==> src/rtl/cam_status_pkg.sv <==
package cam_status_pkg;

  // ----------------------------------------------------------------
  // address map, byte addressed over the command link
  // ----------------------------------------------------------------
  localparam logic [15:0] STATUS_BASE = 16'h0c00;
  localparam logic [15:0] AVAIL_OFS = 16'h0000;
  localparam logic [15:0] FLAGS_OFS = 16'h0001;
  localparam logic [15:0] FLAGS_LAST_OFS = 16'h0004;
  localparam logic [15:0] LOGIC_STATUS_BASE = 16'h0c10;
  localparam logic [15:0] LOGIC_STATUS_LAST = 16'h0c11;

  // ----------------------------------------------------------------
  // field values and positions
  // ----------------------------------------------------------------
  localparam logic [7:0] AVAIL_NO = 8'h00;
  localparam logic [7:0] AVAIL_YES = 8'h01;
  localparam logic [31:0] FLAGS_RESET = 32'h0000_0000;
  localparam logic [31:0] FLAGS_USED_MASK = 32'h007b_00fe;
  localparam int BIT_BUSY = 1;
  localparam int BIT_RESET = 2;
  localparam int BIT_PARAM = 3;
  localparam int BIT_USER_SET = 4;
  localparam int BIT_FILE = 5;
  localparam int BIT_SUPPLY = 6;
  localparam int BIT_PROTOCOL = 7;
  localparam int BIT_NOT_READY = 16;
  localparam int BIT_TRIGGER = 17;
  localparam int BIT_SHADING = 19;
  localparam int BIT_OVERTEMP = 20;
  localparam int BIT_LOW_RATE = 21;
  localparam int BIT_INT_OVERVOLT = 22;

  // ----------------------------------------------------------------
  // carriers
  // ----------------------------------------------------------------
  typedef struct packed {
    logic valid;
    logic [15:0] addr;
  } rd_req_type;

  typedef struct packed {
    logic ack;
    logic hit;
    logic [7:0] data;
  } rd_rsp_type;

  typedef struct packed {
    logic user_set_fail;
    logic file_fail;
    logic protocol_err;
    logic logic_not_ready;
    logic trigger_err;
  } event_type;

  typedef struct packed {
    logic supply_fault;
    logic overtemp;
    logic int_overvolt;
  } pin_level_type;

  typedef enum logic {
    SHADE_DARK,
    SHADE_GAIN
  } shade_mode_type;

endpackage

==> src/rtl/level_sync.sv <==
`timescale 1ns/1ps

module level_sync #(
  parameter int WIDTH = 3
) (
  // clock and reset
  input wire logic clk_i,
  input wire logic rst_n_i,
  // levels in and out
  input wire logic [WIDTH-1:0] async_i,
  output logic [WIDTH-1:0] sync_o
);

  typedef struct packed {
    logic [WIDTH-1:0] meta;
    logic [WIDTH-1:0] stable;
  } sync_state_type;

  sync_state_type s_q;
  sync_state_type s_d;

  // first stage feeds only the second stage
  always_comb
  begin
    s_d = s_q;
    s_d.meta = async_i;
    s_d.stable = s_q.meta;
  end

  always_ff @(posedge clk_i or negedge rst_n_i)
  begin
    if (!rst_n_i)
      s_q <= '0;
    else
      s_q <= s_d;
  end

  assign sync_o = s_q.stable;

endmodule

==> src/rtl/shading_judge.sv <==
`timescale 1ns/1ps

module shading_judge
  import cam_status_pkg::*;
#(
  parameter int PIX_W = 12,
  parameter logic [PIX_W-1:0] DARK_LIMIT = 12'h100
) (
  // clock and reset
  input wire logic clk_i,
  input wire logic rst_n_i,
  // run control
  input wire logic start_i,
  input wire cam_status_pkg::shade_mode_type mode_i,
  input wire logic end_i,
  // captured lines
  input wire logic pix_valid_i,
  input wire logic [PIX_W-1:0] pix_i,
  // verdict
  output logic running_o,
  output logic done_o,
  output logic fail_o
);

  import cam_status_pkg::*;

  typedef enum logic {
    IDLE,
    RUN
  } judge_state_type;

  typedef struct packed {
    judge_state_type state;
    shade_mode_type mode;
    logic [PIX_W-1:0] min_pix;
    logic [PIX_W-1:0] max_pix;
    logic too_bright;
    logic done;
    logic fail;
  } judge_type;

  judge_type s_q;
  judge_type s_d;

  // track extremes over the run; verdict on the end strobe
  always_comb
  begin
    s_d = s_q;
    s_d.done = 1'b0;
    unique case (s_q.state)
      IDLE:
      begin
        if (start_i)
        begin
          s_d.state = RUN;
          s_d.mode = mode_i;
          s_d.min_pix = '1;
          s_d.max_pix = '0;
          s_d.too_bright = 1'b0;
        end
      end
      RUN:
      begin
        if (pix_valid_i)
        begin
          if (pix_i < s_q.min_pix)
            s_d.min_pix = pix_i;
          if (pix_i > s_q.max_pix)
            s_d.max_pix = pix_i;
          if (pix_i > DARK_LIMIT)
            s_d.too_bright = 1'b1;
        end
        if (end_i)
        begin
          s_d.state = IDLE;
          s_d.done = 1'b1;
          // darkest doubled below brightest means under one half
          if (s_q.mode == SHADE_DARK)
            s_d.fail = s_q.too_bright;
          else
            s_d.fail = {s_q.min_pix, 1'b0} < {1'b0, s_q.max_pix};
        end
      end
    endcase
  end

  always_ff @(posedge clk_i or negedge rst_n_i)
  begin
    if (!rst_n_i)
      s_q <= '{IDLE, SHADE_DARK, '1, '0, 1'b0, 1'b0, 1'b0};
    else
      s_q <= s_d;
  end

  assign running_o = (s_q.state == RUN);
  assign done_o = s_q.done;
  assign fail_o = s_q.fail;

endmodule

==> src/rtl/camera_error_status_register.sv <==
`timescale 1ns/1ps

// Notes on behaviour
// a detected error sets its flag, held until its own clearing event
// availability byte reads 0x00 when unavailable, 0x01 when available
// status word is four bytes, bit 0 least significant, one means present
// bit 1 high while busy with an internal operation
// bit 2 set once a reset has taken place
// bit 3 flags a bad parameter; video output is all zero meanwhile
// bit 4 set when a stored user settings load fails
// bit 5 set when an internal file operation fails
// bit 6 shows supply undervoltage or overvoltage now present
// bit 7 flags a command protocol error, cleared by reading it
// bit 16 flags logic not ready, cleared by a logic status read
// bit 17 flags a trigger error, cleared by a logic status read
// bit 19 flags failed shading generation, cleared by a good run
// dark offset run fails when captured pixels are too bright
// gain run fails when darkest pixels are under half the brightest
// bit 20 high while overtemperature is present
// bit 21 one while low line rate compensation is active
// bit 22 high while an internal overvoltage is present
// the logic status register clearing bits 16 and 17 sits at 0x0c10
// reserved bits always read zero and ignore events
module camera_error_status_register
  import cam_status_pkg::*;
#(
  parameter int PIX_W = 12,
  parameter logic [PIX_W-1:0] DARK_LIMIT = 12'h100
) (
  // clock and reset
  input wire logic ref_clk_i,
  input wire logic resetn_i,
  // byte reads from the command decoder
  input wire cam_status_pkg::rd_req_type rd_req_i,
  output cam_status_pkg::rd_rsp_type rd_rsp_o,
  // error event pulses from on-chip detectors
  input wire cam_status_pkg::event_type evt_i,
  // on-chip condition levels
  input wire logic busy_i,
  input wire logic param_err_i,
  input wire logic low_rate_comp_i,
  // monitor levels from pins
  input wire cam_status_pkg::pin_level_type pin_level_i,
  // shading generation control
  input wire logic shade_start_i,
  input wire cam_status_pkg::shade_mode_type shade_mode_i,
  input wire logic shade_end_i,
  // video path
  input wire logic vid_valid_i,
  input wire logic [PIX_W-1:0] vid_pix_i,
  output logic vid_valid_o,
  output logic [PIX_W-1:0] vid_pix_o,
  // status word mirror
  output logic [31:0] flags_o
);

  import cam_status_pkg::*;

  // ----------------------------------------------------------------
  // reset release
  // ----------------------------------------------------------------
  logic rst_meta_q;
  logic rst_n;

  // assert at once, release two edges later
  always_ff @(posedge ref_clk_i or negedge resetn_i)
  begin
    if (!resetn_i)
    begin
      rst_meta_q <= 1'b0;
      rst_n <= 1'b0;
    end
    else
    begin
      rst_meta_q <= 1'b1;
      rst_n <= rst_meta_q;
    end
  end

  // ----------------------------------------------------------------
  // helpers
  // ----------------------------------------------------------------
  pin_level_type pin_sync;
  logic shade_running;
  logic shade_done;
  logic shade_fail;

  level_sync #(
    .WIDTH($bits(pin_level_type))
  ) u_pin_sync (
    .clk_i(ref_clk_i),
    .rst_n_i(rst_n),
    .async_i(pin_level_i),
    .sync_o(pin_sync)
  );

  shading_judge #(
    .PIX_W(PIX_W),
    .DARK_LIMIT(DARK_LIMIT)
  ) u_judge (
    .clk_i(ref_clk_i),
    .rst_n_i(rst_n),
    .start_i(shade_start_i),
    .mode_i(shade_mode_i),
    .end_i(shade_end_i),
    .pix_valid_i(vid_valid_i),
    .pix_i(vid_pix_i),
    .running_o(shade_running),
    .done_o(shade_done),
    .fail_o(shade_fail)
  );

  // ----------------------------------------------------------------
  // state
  // ----------------------------------------------------------------
  typedef struct packed {
    logic avail;
    logic [31:0] sticky;
    logic [31:0] flags;
    logic ack;
    logic hit;
    logic [7:0] data;
    logic vid_valid;
    logic [PIX_W-1:0] vid_pix;
  } status_type;

  status_type s_q;
  status_type s_d;

  // ----------------------------------------------------------------
  // address decode
  // ----------------------------------------------------------------
  logic [15:0] ofs;
  logic own_hit;
  logic logic_status_rd;
  logic [31:0] set_vec;
  logic [31:0] clr_vec;
  logic [31:0] live_vec;

  // every read is acked; only the status block hits, neighbours read zero
  assign ofs = rd_req_i.addr - STATUS_BASE;
  assign own_hit = rd_req_i.valid && rd_req_i.addr >= STATUS_BASE
    && ofs <= FLAGS_LAST_OFS;
  assign logic_status_rd = rd_req_i.valid
    && rd_req_i.addr >= LOGIC_STATUS_BASE
    && rd_req_i.addr <= LOGIC_STATUS_LAST;

  // ----------------------------------------------------------------
  // flag sources
  // ----------------------------------------------------------------
  // sticky sets; bit 2 is set on every edge after the reset release
  always_comb
  begin
    set_vec = '0;
    set_vec[BIT_RESET] = 1'b1;
    set_vec[BIT_USER_SET] = evt_i.user_set_fail;
    set_vec[BIT_FILE] = evt_i.file_fail;
    set_vec[BIT_PROTOCOL] = evt_i.protocol_err;
    set_vec[BIT_NOT_READY] = evt_i.logic_not_ready;
    set_vec[BIT_TRIGGER] = evt_i.trigger_err;
    set_vec[BIT_SHADING] = shade_done && shade_fail;
  end

  // clears; the byte holding bit 7 is the first status byte
  always_comb
  begin
    clr_vec = '0;
    clr_vec[BIT_PROTOCOL] = own_hit && ofs == FLAGS_OFS;
    clr_vec[BIT_NOT_READY] = logic_status_rd;
    clr_vec[BIT_TRIGGER] = logic_status_rd;
    clr_vec[BIT_SHADING] = shade_done && !shade_fail;
  end

  // conditions that show only while present
  always_comb
  begin
    live_vec = '0;
    live_vec[BIT_BUSY] = busy_i || shade_running;
    live_vec[BIT_PARAM] = param_err_i;
    live_vec[BIT_SUPPLY] = pin_sync.supply_fault;
    live_vec[BIT_OVERTEMP] = pin_sync.overtemp;
    live_vec[BIT_LOW_RATE] = low_rate_comp_i;
    live_vec[BIT_INT_OVERVOLT] = pin_sync.int_overvolt;
  end

  // ----------------------------------------------------------------
  // next state
  // ----------------------------------------------------------------
  always_comb
  begin
    s_d = s_q;
    s_d.avail = 1'b1;
    // set wins over a clear landing in the same cycle
    s_d.sticky = ((s_q.sticky & ~clr_vec) | set_vec)
      & FLAGS_USED_MASK;
    s_d.flags = (s_d.sticky | live_vec) & FLAGS_USED_MASK;
    // reads answer one cycle later with the pre-clear value
    s_d.ack = rd_req_i.valid;
    s_d.hit = own_hit;
    s_d.data = 8'h00;
    if (own_hit)
    begin
      unique case (ofs[2:0])
        3'h0: s_d.data = s_q.avail ? AVAIL_YES : AVAIL_NO;
        3'h1: s_d.data = s_q.flags[7:0];
        3'h2: s_d.data = s_q.flags[15:8];
        3'h3: s_d.data = s_q.flags[23:16];
        3'h4: s_d.data = s_q.flags[31:24];
        default: s_d.data = 8'h00;
      endcase
    end
    // black image while a parameter is out of range
    s_d.vid_valid = vid_valid_i;
    s_d.vid_pix = param_err_i ? '0 : vid_pix_i;
  end

  always_ff @(posedge ref_clk_i or negedge rst_n)
  begin
    if (!rst_n)
      s_q <= '{1'b0, FLAGS_RESET, FLAGS_RESET, 1'b0, 1'b0, 8'h00,
        1'b0, '0};
    else
      s_q <= s_d;
  end

  // ----------------------------------------------------------------
  // outputs
  // ----------------------------------------------------------------
  assign rd_rsp_o.ack = s_q.ack;
  assign rd_rsp_o.hit = s_q.hit;
  assign rd_rsp_o.data = s_q.data;
  assign vid_valid_o = s_q.vid_valid;
  assign vid_pix_o = s_q.vid_pix;
  assign flags_o = s_q.flags;

  logic avail_rd;
  logic flag_byte_rd;
  assign avail_rd = own_hit && ofs == AVAIL_OFS;
  assign flag_byte_rd = own_hit && ofs == FLAGS_OFS;
endmodule

==> config.mk <==
export PLATFORM = sky130hd
export DESIGN_NAME = camera_error_status_register
export DESIGN_NICKNAME = d
export VERILOG_FILES = /design/src/rtl/cam_status_pkg.sv /design/src/rtl/level_sync.sv /design/src/rtl/shading_judge.sv /design/src/rtl/camera_error_status_register.sv
export SDC_FILE = /design/constraint.sdc
export NUM_CORES = 1
export LEC_CHECK = 0
export ABC_AREA = 1
export BUFFER_PORTS_ARGS = -buffer_cell sky130_fd_sc_hd__buf_4
export CORE_MARGIN = 3
export CORE_UTILIZATION = 50
export DETAILED_ROUTE_END_ITERATION = 10
export MAX_ROUTING_LAYER = met4
export PLACE_DENSITY = 0.81
export SLEW_MARGIN = 5
export SYNTH_ARGS = -nofsm -noshare
export SYNTH_HDL_FRONTEND = slang
export SYNTH_HIERARCHICAL = 1
export SYNTH_SLANG_ARGS = --single-unit
==> constraint.sdc <==
create_clock -name ref_clk_i -period 5.8 [get_ports ref_clk_i]
set_input_delay 1.74 -clock ref_clk_i [delete_from_list [all_inputs] [get_ports ref_clk_i]]
set_output_delay 1.74 -clock ref_clk_i [all_outputs]
set_load 0.1 [all_outputs]
==> results of run 1 <==
-- worst paths after layout --
kind	from	end	slack, ps	cells after the start
worst max-delay path	vid_pix_i[11]	u_judge/s_q[4]$_DFFE_PN0P_	2790	12
worst min-delay path	u_pin_sync/sync_o[0]$_DFF_PN0_	flags_o[22]$_DFF_PN0_	350	0
worst max register to register	u_judge/s_q[20]$_DFFE_PN1P_	u_judge/s_q[23]$_DFFE_PN1P_	3800	9
worst min register to register	u_pin_sync/sync_o[0]$_DFF_PN0_	flags_o[22]$_DFF_PN0_	350	0
max in group asynchronous	resetn_i	rst_n$_DFF_PN0_	4550	1
min in group asynchronous	rst_n$_DFF_PN0_	flags_o[20]$_DFF_PN0_	470	1
-- metrics by stage --
stage / setup WS (ps) / hold WS (ps) / total power, mW / std cells
2_1_floorplan: 2860 / 331 / 1.23 / 483
5_1_grt: 2700 / 372 / 1.91 / 654
6_report: 2790 / 355 / 1.77 / 654
3_5_place_dp: 2440 / 337 / 1.38 / 638
3_3_place_gp: 2490 / 334 / 1.35 / 638
4_1_cts: 2820 / 355 / 1.78 / 654
-- worst max-delay path: cells and delay by family --
kind | cells | cell delay [ps]
buf+inv | 2 | 180
simple gates | 9 | 1010
fa+ha+maj | 1 | 290
-- area by class of cell --
class / instances / share of cell area
Inverter: 74 / 0.0603
Sequential cell: 73 / 0.381
Tap cell: 102 / 0.0264
Multi-Input combinational cell: 307 / 0.363
Clock inverter: 7 / 0.0160
Timing Repair Buffer: 82 / 0.127
Clock buffer: 9 / 0.0256
-- cells by family after synthesis --
kind of cell	synth area share
AOI/OAI and AO/OA	0.0489
adders and majority gates	0.105
buffers and inverters	0.128
DFF	0.456
muxes	0.00279
other	0.00186
and+or+nand+nor	0.258
-- sequential cells by signal, indices dropped and copies added, names as in the netlist, named ones only --
| signal | count |
|---|---|
| u_judge/s_q | 26 |
| flags_o | 12 |
| vid_pix_o | 12 |
| rd_rsp_o | 10 |
| u_pin_sync/s_d | 3 |
| u_pin_sync/sync_o | 3 |
| rst_meta_q | 1 |
| rst_n | 1 |
| u_judge/done_o | 1 |
| u_judge/fail_o | 1 |
| u_judge/running_o | 1 |
| vid_valid_o | 1 |
-- routing by layer --
metal | routed length (um) | up-vias | track usage
met5 | 0 | - | -
met4 | 134 | 0 | 0.0509
met3 | 1020 | 14 | 0.0688
met2 | 4100 | 153 | 0.327
met1 | 3700 | 1478 | 0.260
li1 | - | 1573 | -
-- report_power, final --
group          switching, mW  internal [mW]
combinational          0.453          0.226
clock                  0.198          0.202
sequential            0.0696          0.624
-- synthesized netlist by cell type --
master | number | share of area
nor2_1 | 42 | 0.039
conb_1 | 2 | 0.0019
nand2_1 | 83 | 0.077
ha_1 | 34 | 0.11
dfstp_2 | 12 | 0.078
mux2_2 | 1 | 0.0028
o22ai_1 | 1 | 0.0015
inv_1 | 67 | 0.062
nand3_2 | 3 | 0.0074
inv_2 | 5 | 0.0046
buf_2 | 2 | 0.0025
buf_12 | 1 | 0.0050
a21oi_1 | 14 | 0.017
bufinv_8 | 1 | 0.0043
nor2_4 | 2 | 0.0056
nor2_2 | 8 | 0.012
clkinv_1 | 1 | 0.00093
buf_4 | 20 | 0.037
nand2_2 | 26 | 0.040
a211oi_1 | 1 | 0.0019
clkbuf_1 | 3 | 0.0028
or2_2 | 4 | 0.0062
nand4_1 | 3 | 0.0046
nand2_4 | 3 | 0.0084
o21ai_0 | 6 | 0.0074
a21boi_0 | 1 | 0.0019
a22oi_1 | 5 | 0.0093
o21a_1 | 1 | 0.0019
nand3_1 | 44 | 0.054
buf_6 | 3 | 0.0084
dfrtp_1 | 61 | 0.38
a21oi_4 | 1 | 0.0040
a21o_1 | 2 | 0.0037
and2_4 | 1 | 0.0022
==> results.cfg, run 1 <==
[floorplanning]
io_pins = 101
core_area_um2 = 7770
fp.dieH_um = 95.9
placementRows = 32
start_util = 0.520
die_w_um = 95.9
floorplan.die_area_um2 = 9200

[worst_setup_path]
crit_path_end_kind = register
critical_path.cell_chain = buf_4, ha_1, nand2_1, nor2_2, and2_4, nand2_2, nand3_2, inv_2, nand2_4, nand2_4, nand2_1, nand2_1
crit_fanout = 13
max_stage_delay_ps = 290
crit_required_ps = 6040
crit_type = in2reg
start_kind = input pin
arrival_ps = 3240
crit_top_cell = nand2_1
critical_path.slowest_cell = ha_1

[synthesis]
synth_seq_cells = 73
yosysWarnings = 6
yosysSeqAreaShare = 0.456
syn_area_per_cell_um2 = 8.71
postSynthCellCount = 464
syn_area_um2 = 4040
ys_types = 34

[cts]
clock_sinks = 73
cts_max_level = 3
clkTransAtPathRegs_ps = 80
cts_hold_repair.buffers = 0
post_cts_buffers = 0
clockRootBuffer = clkbuf_8
insertion_delay_ps = 350
cts_resized = 0
numCtsBuffers = 9
clock_path_buffers = 2
cts_tree = built

[routing]
drt_pass1_iterations = 5
drc = 0
drt_iter0_drc = 198
antenna_left = 0
wl_um = 8960
vias = 3218
via_per_inst = 4.92
wl_per_cell_um = 13.7

[global_route]
track_usage = 0.208
grt_max_degree = 72
antenna_found_initial = 0
overflow = 0
grt_first_pass_wirelength_um = 14200
grt_pass1_vias = 3101

[sta]
min_period_over_period = 0.518
slew_violations = 0
rsz0062_at_grt = no
setup_viol = 0
max_freq_mhz = 333
hold_viol_final = 0
layout_min_cycle_time_ps = 3010
max_slew_margin = 0.432
fin_tns_setup_ps = 0
finClkSkew_ps = 11.1
worst_pin_slew_ps = 852

[layout]
drive_gt1_frac = 0.301
final_cell_mix = nand2_1 (83), buf_4 (82), inv_1 (67)
seqCellArea_um2 = 1840
multi_input_area_um2 = 1750
num-nets-final = 627
finalInstanceArea_um2 = 4830
antenna_cells = 0
n_fill_cell = 652
final_common_cell = nand2_1
synthToLayoutAreaGrowth_pct = 19.6
final_util = 0.622

[place]
hpwl_um = 6900
port_buffers = 81
place_area_um2 = 4630
gp_congestion = 0.874

[flow_run]
max_cap_violations = 0

[worst_hold_path]
hold_class = reg2reg

[pwr]
powerDensity_nw_per_um2 = 367
p_leak_nw = 2.68
peakVddDrop_mv = 0.170

[status]
outcome = completed
(Power assumes the default switching activity.)
==> run 2, diff against run 1 <==
- ABC_AREA: 1 -> 0
- CORE_UTILIZATION: 50 -> 48
- PLACE_DENSITY: 0.81 -> 0.82
- clock period: 5.8 -> 2.7 ns (I/O delays scaled with it)
==> results.cfg, run 2 <==
[worst_setup_path]
critical_path.slowest_cell = a2111oi_2
rr_endpoint = u_judge/s_q[21]$_DFFE_PN1P_
crit_path_end_kind = register
crit_required_ps = 2930
start_kind = input pin
arrival_ps = 2460
rrSetupSlack_ps = 600
cp_top_family = compound AO/OA/AOI/OAI gates
crit_buf_inv = 2
path_depth = 8
max_stage_delay_ps = 360
ff2ff_path_depth = 7
crit_fanout = 7
r2r-start = u_judge/s_q[26]$_DFFE_PN1P_
crit_type = in2reg
critical_path.cell_chain = buf_4, ha_1, a21oi_1, o21ai_0, a2111oi_2, a21oi_1, buf_4, mux2i_1

[synthesis]
synth_ff_type = dfrtp_1
synth_seq_cells = 73
postSynthCellCount = 336
syn_area_um2 = 3780
ys_types = 48
yosysSeqAreaShare = 0.487
synthTopCellsByCount = dfrtp_1 (61), nand2_1 (44), ha_1 (34)
syn_area_per_cell_um2 = 11.3
yosys-top-cells-area = dfrtp_1 (40%), ha_1 (11%), dfstp_2 (8.3%)
yosysWarnings = 6
yosys.area.top_type = dfrtp_1
synth_edf_count = 0
synth_top_area_frac = 0.404
synthArstFlopShare = 1.00
synth.most_common_cell = dfrtp_1

[global_route]
track_usage = 0.200
use_met2 = 0.341
grtUsageMet1 = 0.228
grt_max_degree = 72
grt_first_pass_wirelength_um = 13400
antenna_found_initial = 0
overflow = 0
grt_pass1_vias = 2851
busiest_layer = met2
use_met3 = 0.0295

[routing]
antenna_left = 0
wl_per_cell_um = 16.1
drt_pass1_iterations = 4
vias = 2745
wl_um = 8510
drt_iter0_drc = 144
via_per_inst = 5.18
drc = 0

[cts]
clock_sinks = 73
clockRootBuffer = clkbuf_8
post_cts_buffers = 0
cts_resized = 0
cts_tree = built
insertion_delay_ps = 350
numCtsBuffers = 9
cts_max_level = 3
clkTransAtPathRegs_ps = 80
cts_hold_repair.buffers = 0
clock_path_buffers = 2

[sta]
setup_viol = 0
rsz0062_at_grt = no
layout_min_cycle_time_ps = 2230
worst_pin_slew_ps = 874
min_period_over_period = 0.825
max_slew_margin = 0.417
finClkSkew_ps = 5.86
fin_tns_setup_ps = 0
max_freq_mhz = 449
slew_violations = 0
hold_viol_final = 0
worst_slack_ps = 473

[layout]
finalInstanceArea_um2 = 4670
final_cell_mix = buf_4 (88), dfrtp_1 (60), nand2_1 (44)
final_common_cell = buf_4
largest_register_ffs = 26
largest-register = u_judge/s_q
synthToLayoutAreaGrowth_pct = 23.5
num-nets-final = 506
antenna_cells = 0
drive_gt1_frac = 0.327
final_util = 0.627

[pwr]
powerDensity_nw_per_um2 = 830
p_seq_frac = 0.373
swShare = 0.367
p_int_mw = 2.45
p_leak_nw = 2.30
power_frac_comb = 0.376
p_clk_frac = 0.250
peakVddDrop_mv = 0.344
switchingPower_mw = 1.42
p_total_mw = 3.88

[place]
port_buffers = 81
place_area_um2 = 4440
dp_slack_ps = 124
hpwl_um = 6380
gp_congestion = 0.878

[floorplanning]
die_w_um = 94.8
io_pins = 101
core_area_um2 = 7450
floorplan.die_area_um2 = 8980
fp.dieH_um = 94.8
start_util = 0.508
placementRows = 31

[flow_run]
max_cap_violations = 0

[worst_hold_path]
hold_class = in2async

[status]
outcome = completed
-- run 2: how the worst max path moves through the flow --
stage                             start                           to  slack [ps]
after floorplan           vid_pix_i[11]  u_judge/s_q[10]$_DFFE_PN0P_         460
after global placement    vid_pix_i[11]   u_judge/s_q[9]$_DFFE_PN0P_         160
after detailed placement  vid_pix_i[11]   u_judge/s_q[6]$_DFFE_PN0P_         120
after CTS                 vid_pix_i[11]   u_judge/s_q[7]$_DFFE_PN0P_         500
after global routing      vid_pix_i[11]   u_judge/s_q[5]$_DFFE_PN0P_         330
final                     vid_pix_i[11]   u_judge/s_q[7]$_DFFE_PN0P_         470
-- run 2: metal layers --
metal | part of all wire | vias up
met1 | 0.40 | 1363
met4 | 0.020 | 0
li1 | - | 1295
met5 | 0 | -
met2 | 0.53 | 74
met3 | 0.041 | 13
-- run 2: kinds of logic after synthesis --
| logic type | Yosys count | share of synthesized area |
|---|---|---|
| AOI/OAI and AO/OA | 40 | 0.0741 |
| adders and majority gates | 34 | 0.112 |
| buffers and inverters | 53 | 0.0764 |
| DFF | 73 | 0.487 |
| muxes | 30 | 0.0923 |
| other | 2 | 0.00199 |
| and+or+nand+nor | 104 | 0.156 |
-- run 2: cell type report --
cell class	instances	area, um2
clock buffers	10	138
clock inverters	6	90.1
fillers	606	2780
inverters	25	93.8
multi-input cells	229	1720
flip-flops and latches	73	1840
well taps	99	124
repair buffers	88	661
-- run 2: worst reg2reg max path, cell delays in order (launching register included) --
cell	delay, ps
dfstp_2	530
inv_1	60
ha_1	340
a211oi_2	290
o21a_1	170
a32oi_1	120
buf_4	220
mux2_4	310
-- run 2: power by group through the flow --
stage          Combinational [mW]  Clock (mW)  Sequential (mW)
6_report                     1.46       0.971             1.45
5_1_grt                      1.59        1.04             1.47
4_1_cts                      1.45       0.993             1.45
3_5_place_dp                 1.43           0             1.46
3_3_place_gp                 1.38           0             1.45
2_1_floorplan               0.943           0             1.61
-- run 2: per-stage QoR --
stage,hold slack (ps),std cells
2_1_floorplan,331,355
3_3_place_gp,332,514
3_5_place_dp,335,514
4_1_cts,211,530
5_1_grt,202,530
6_report,223,530
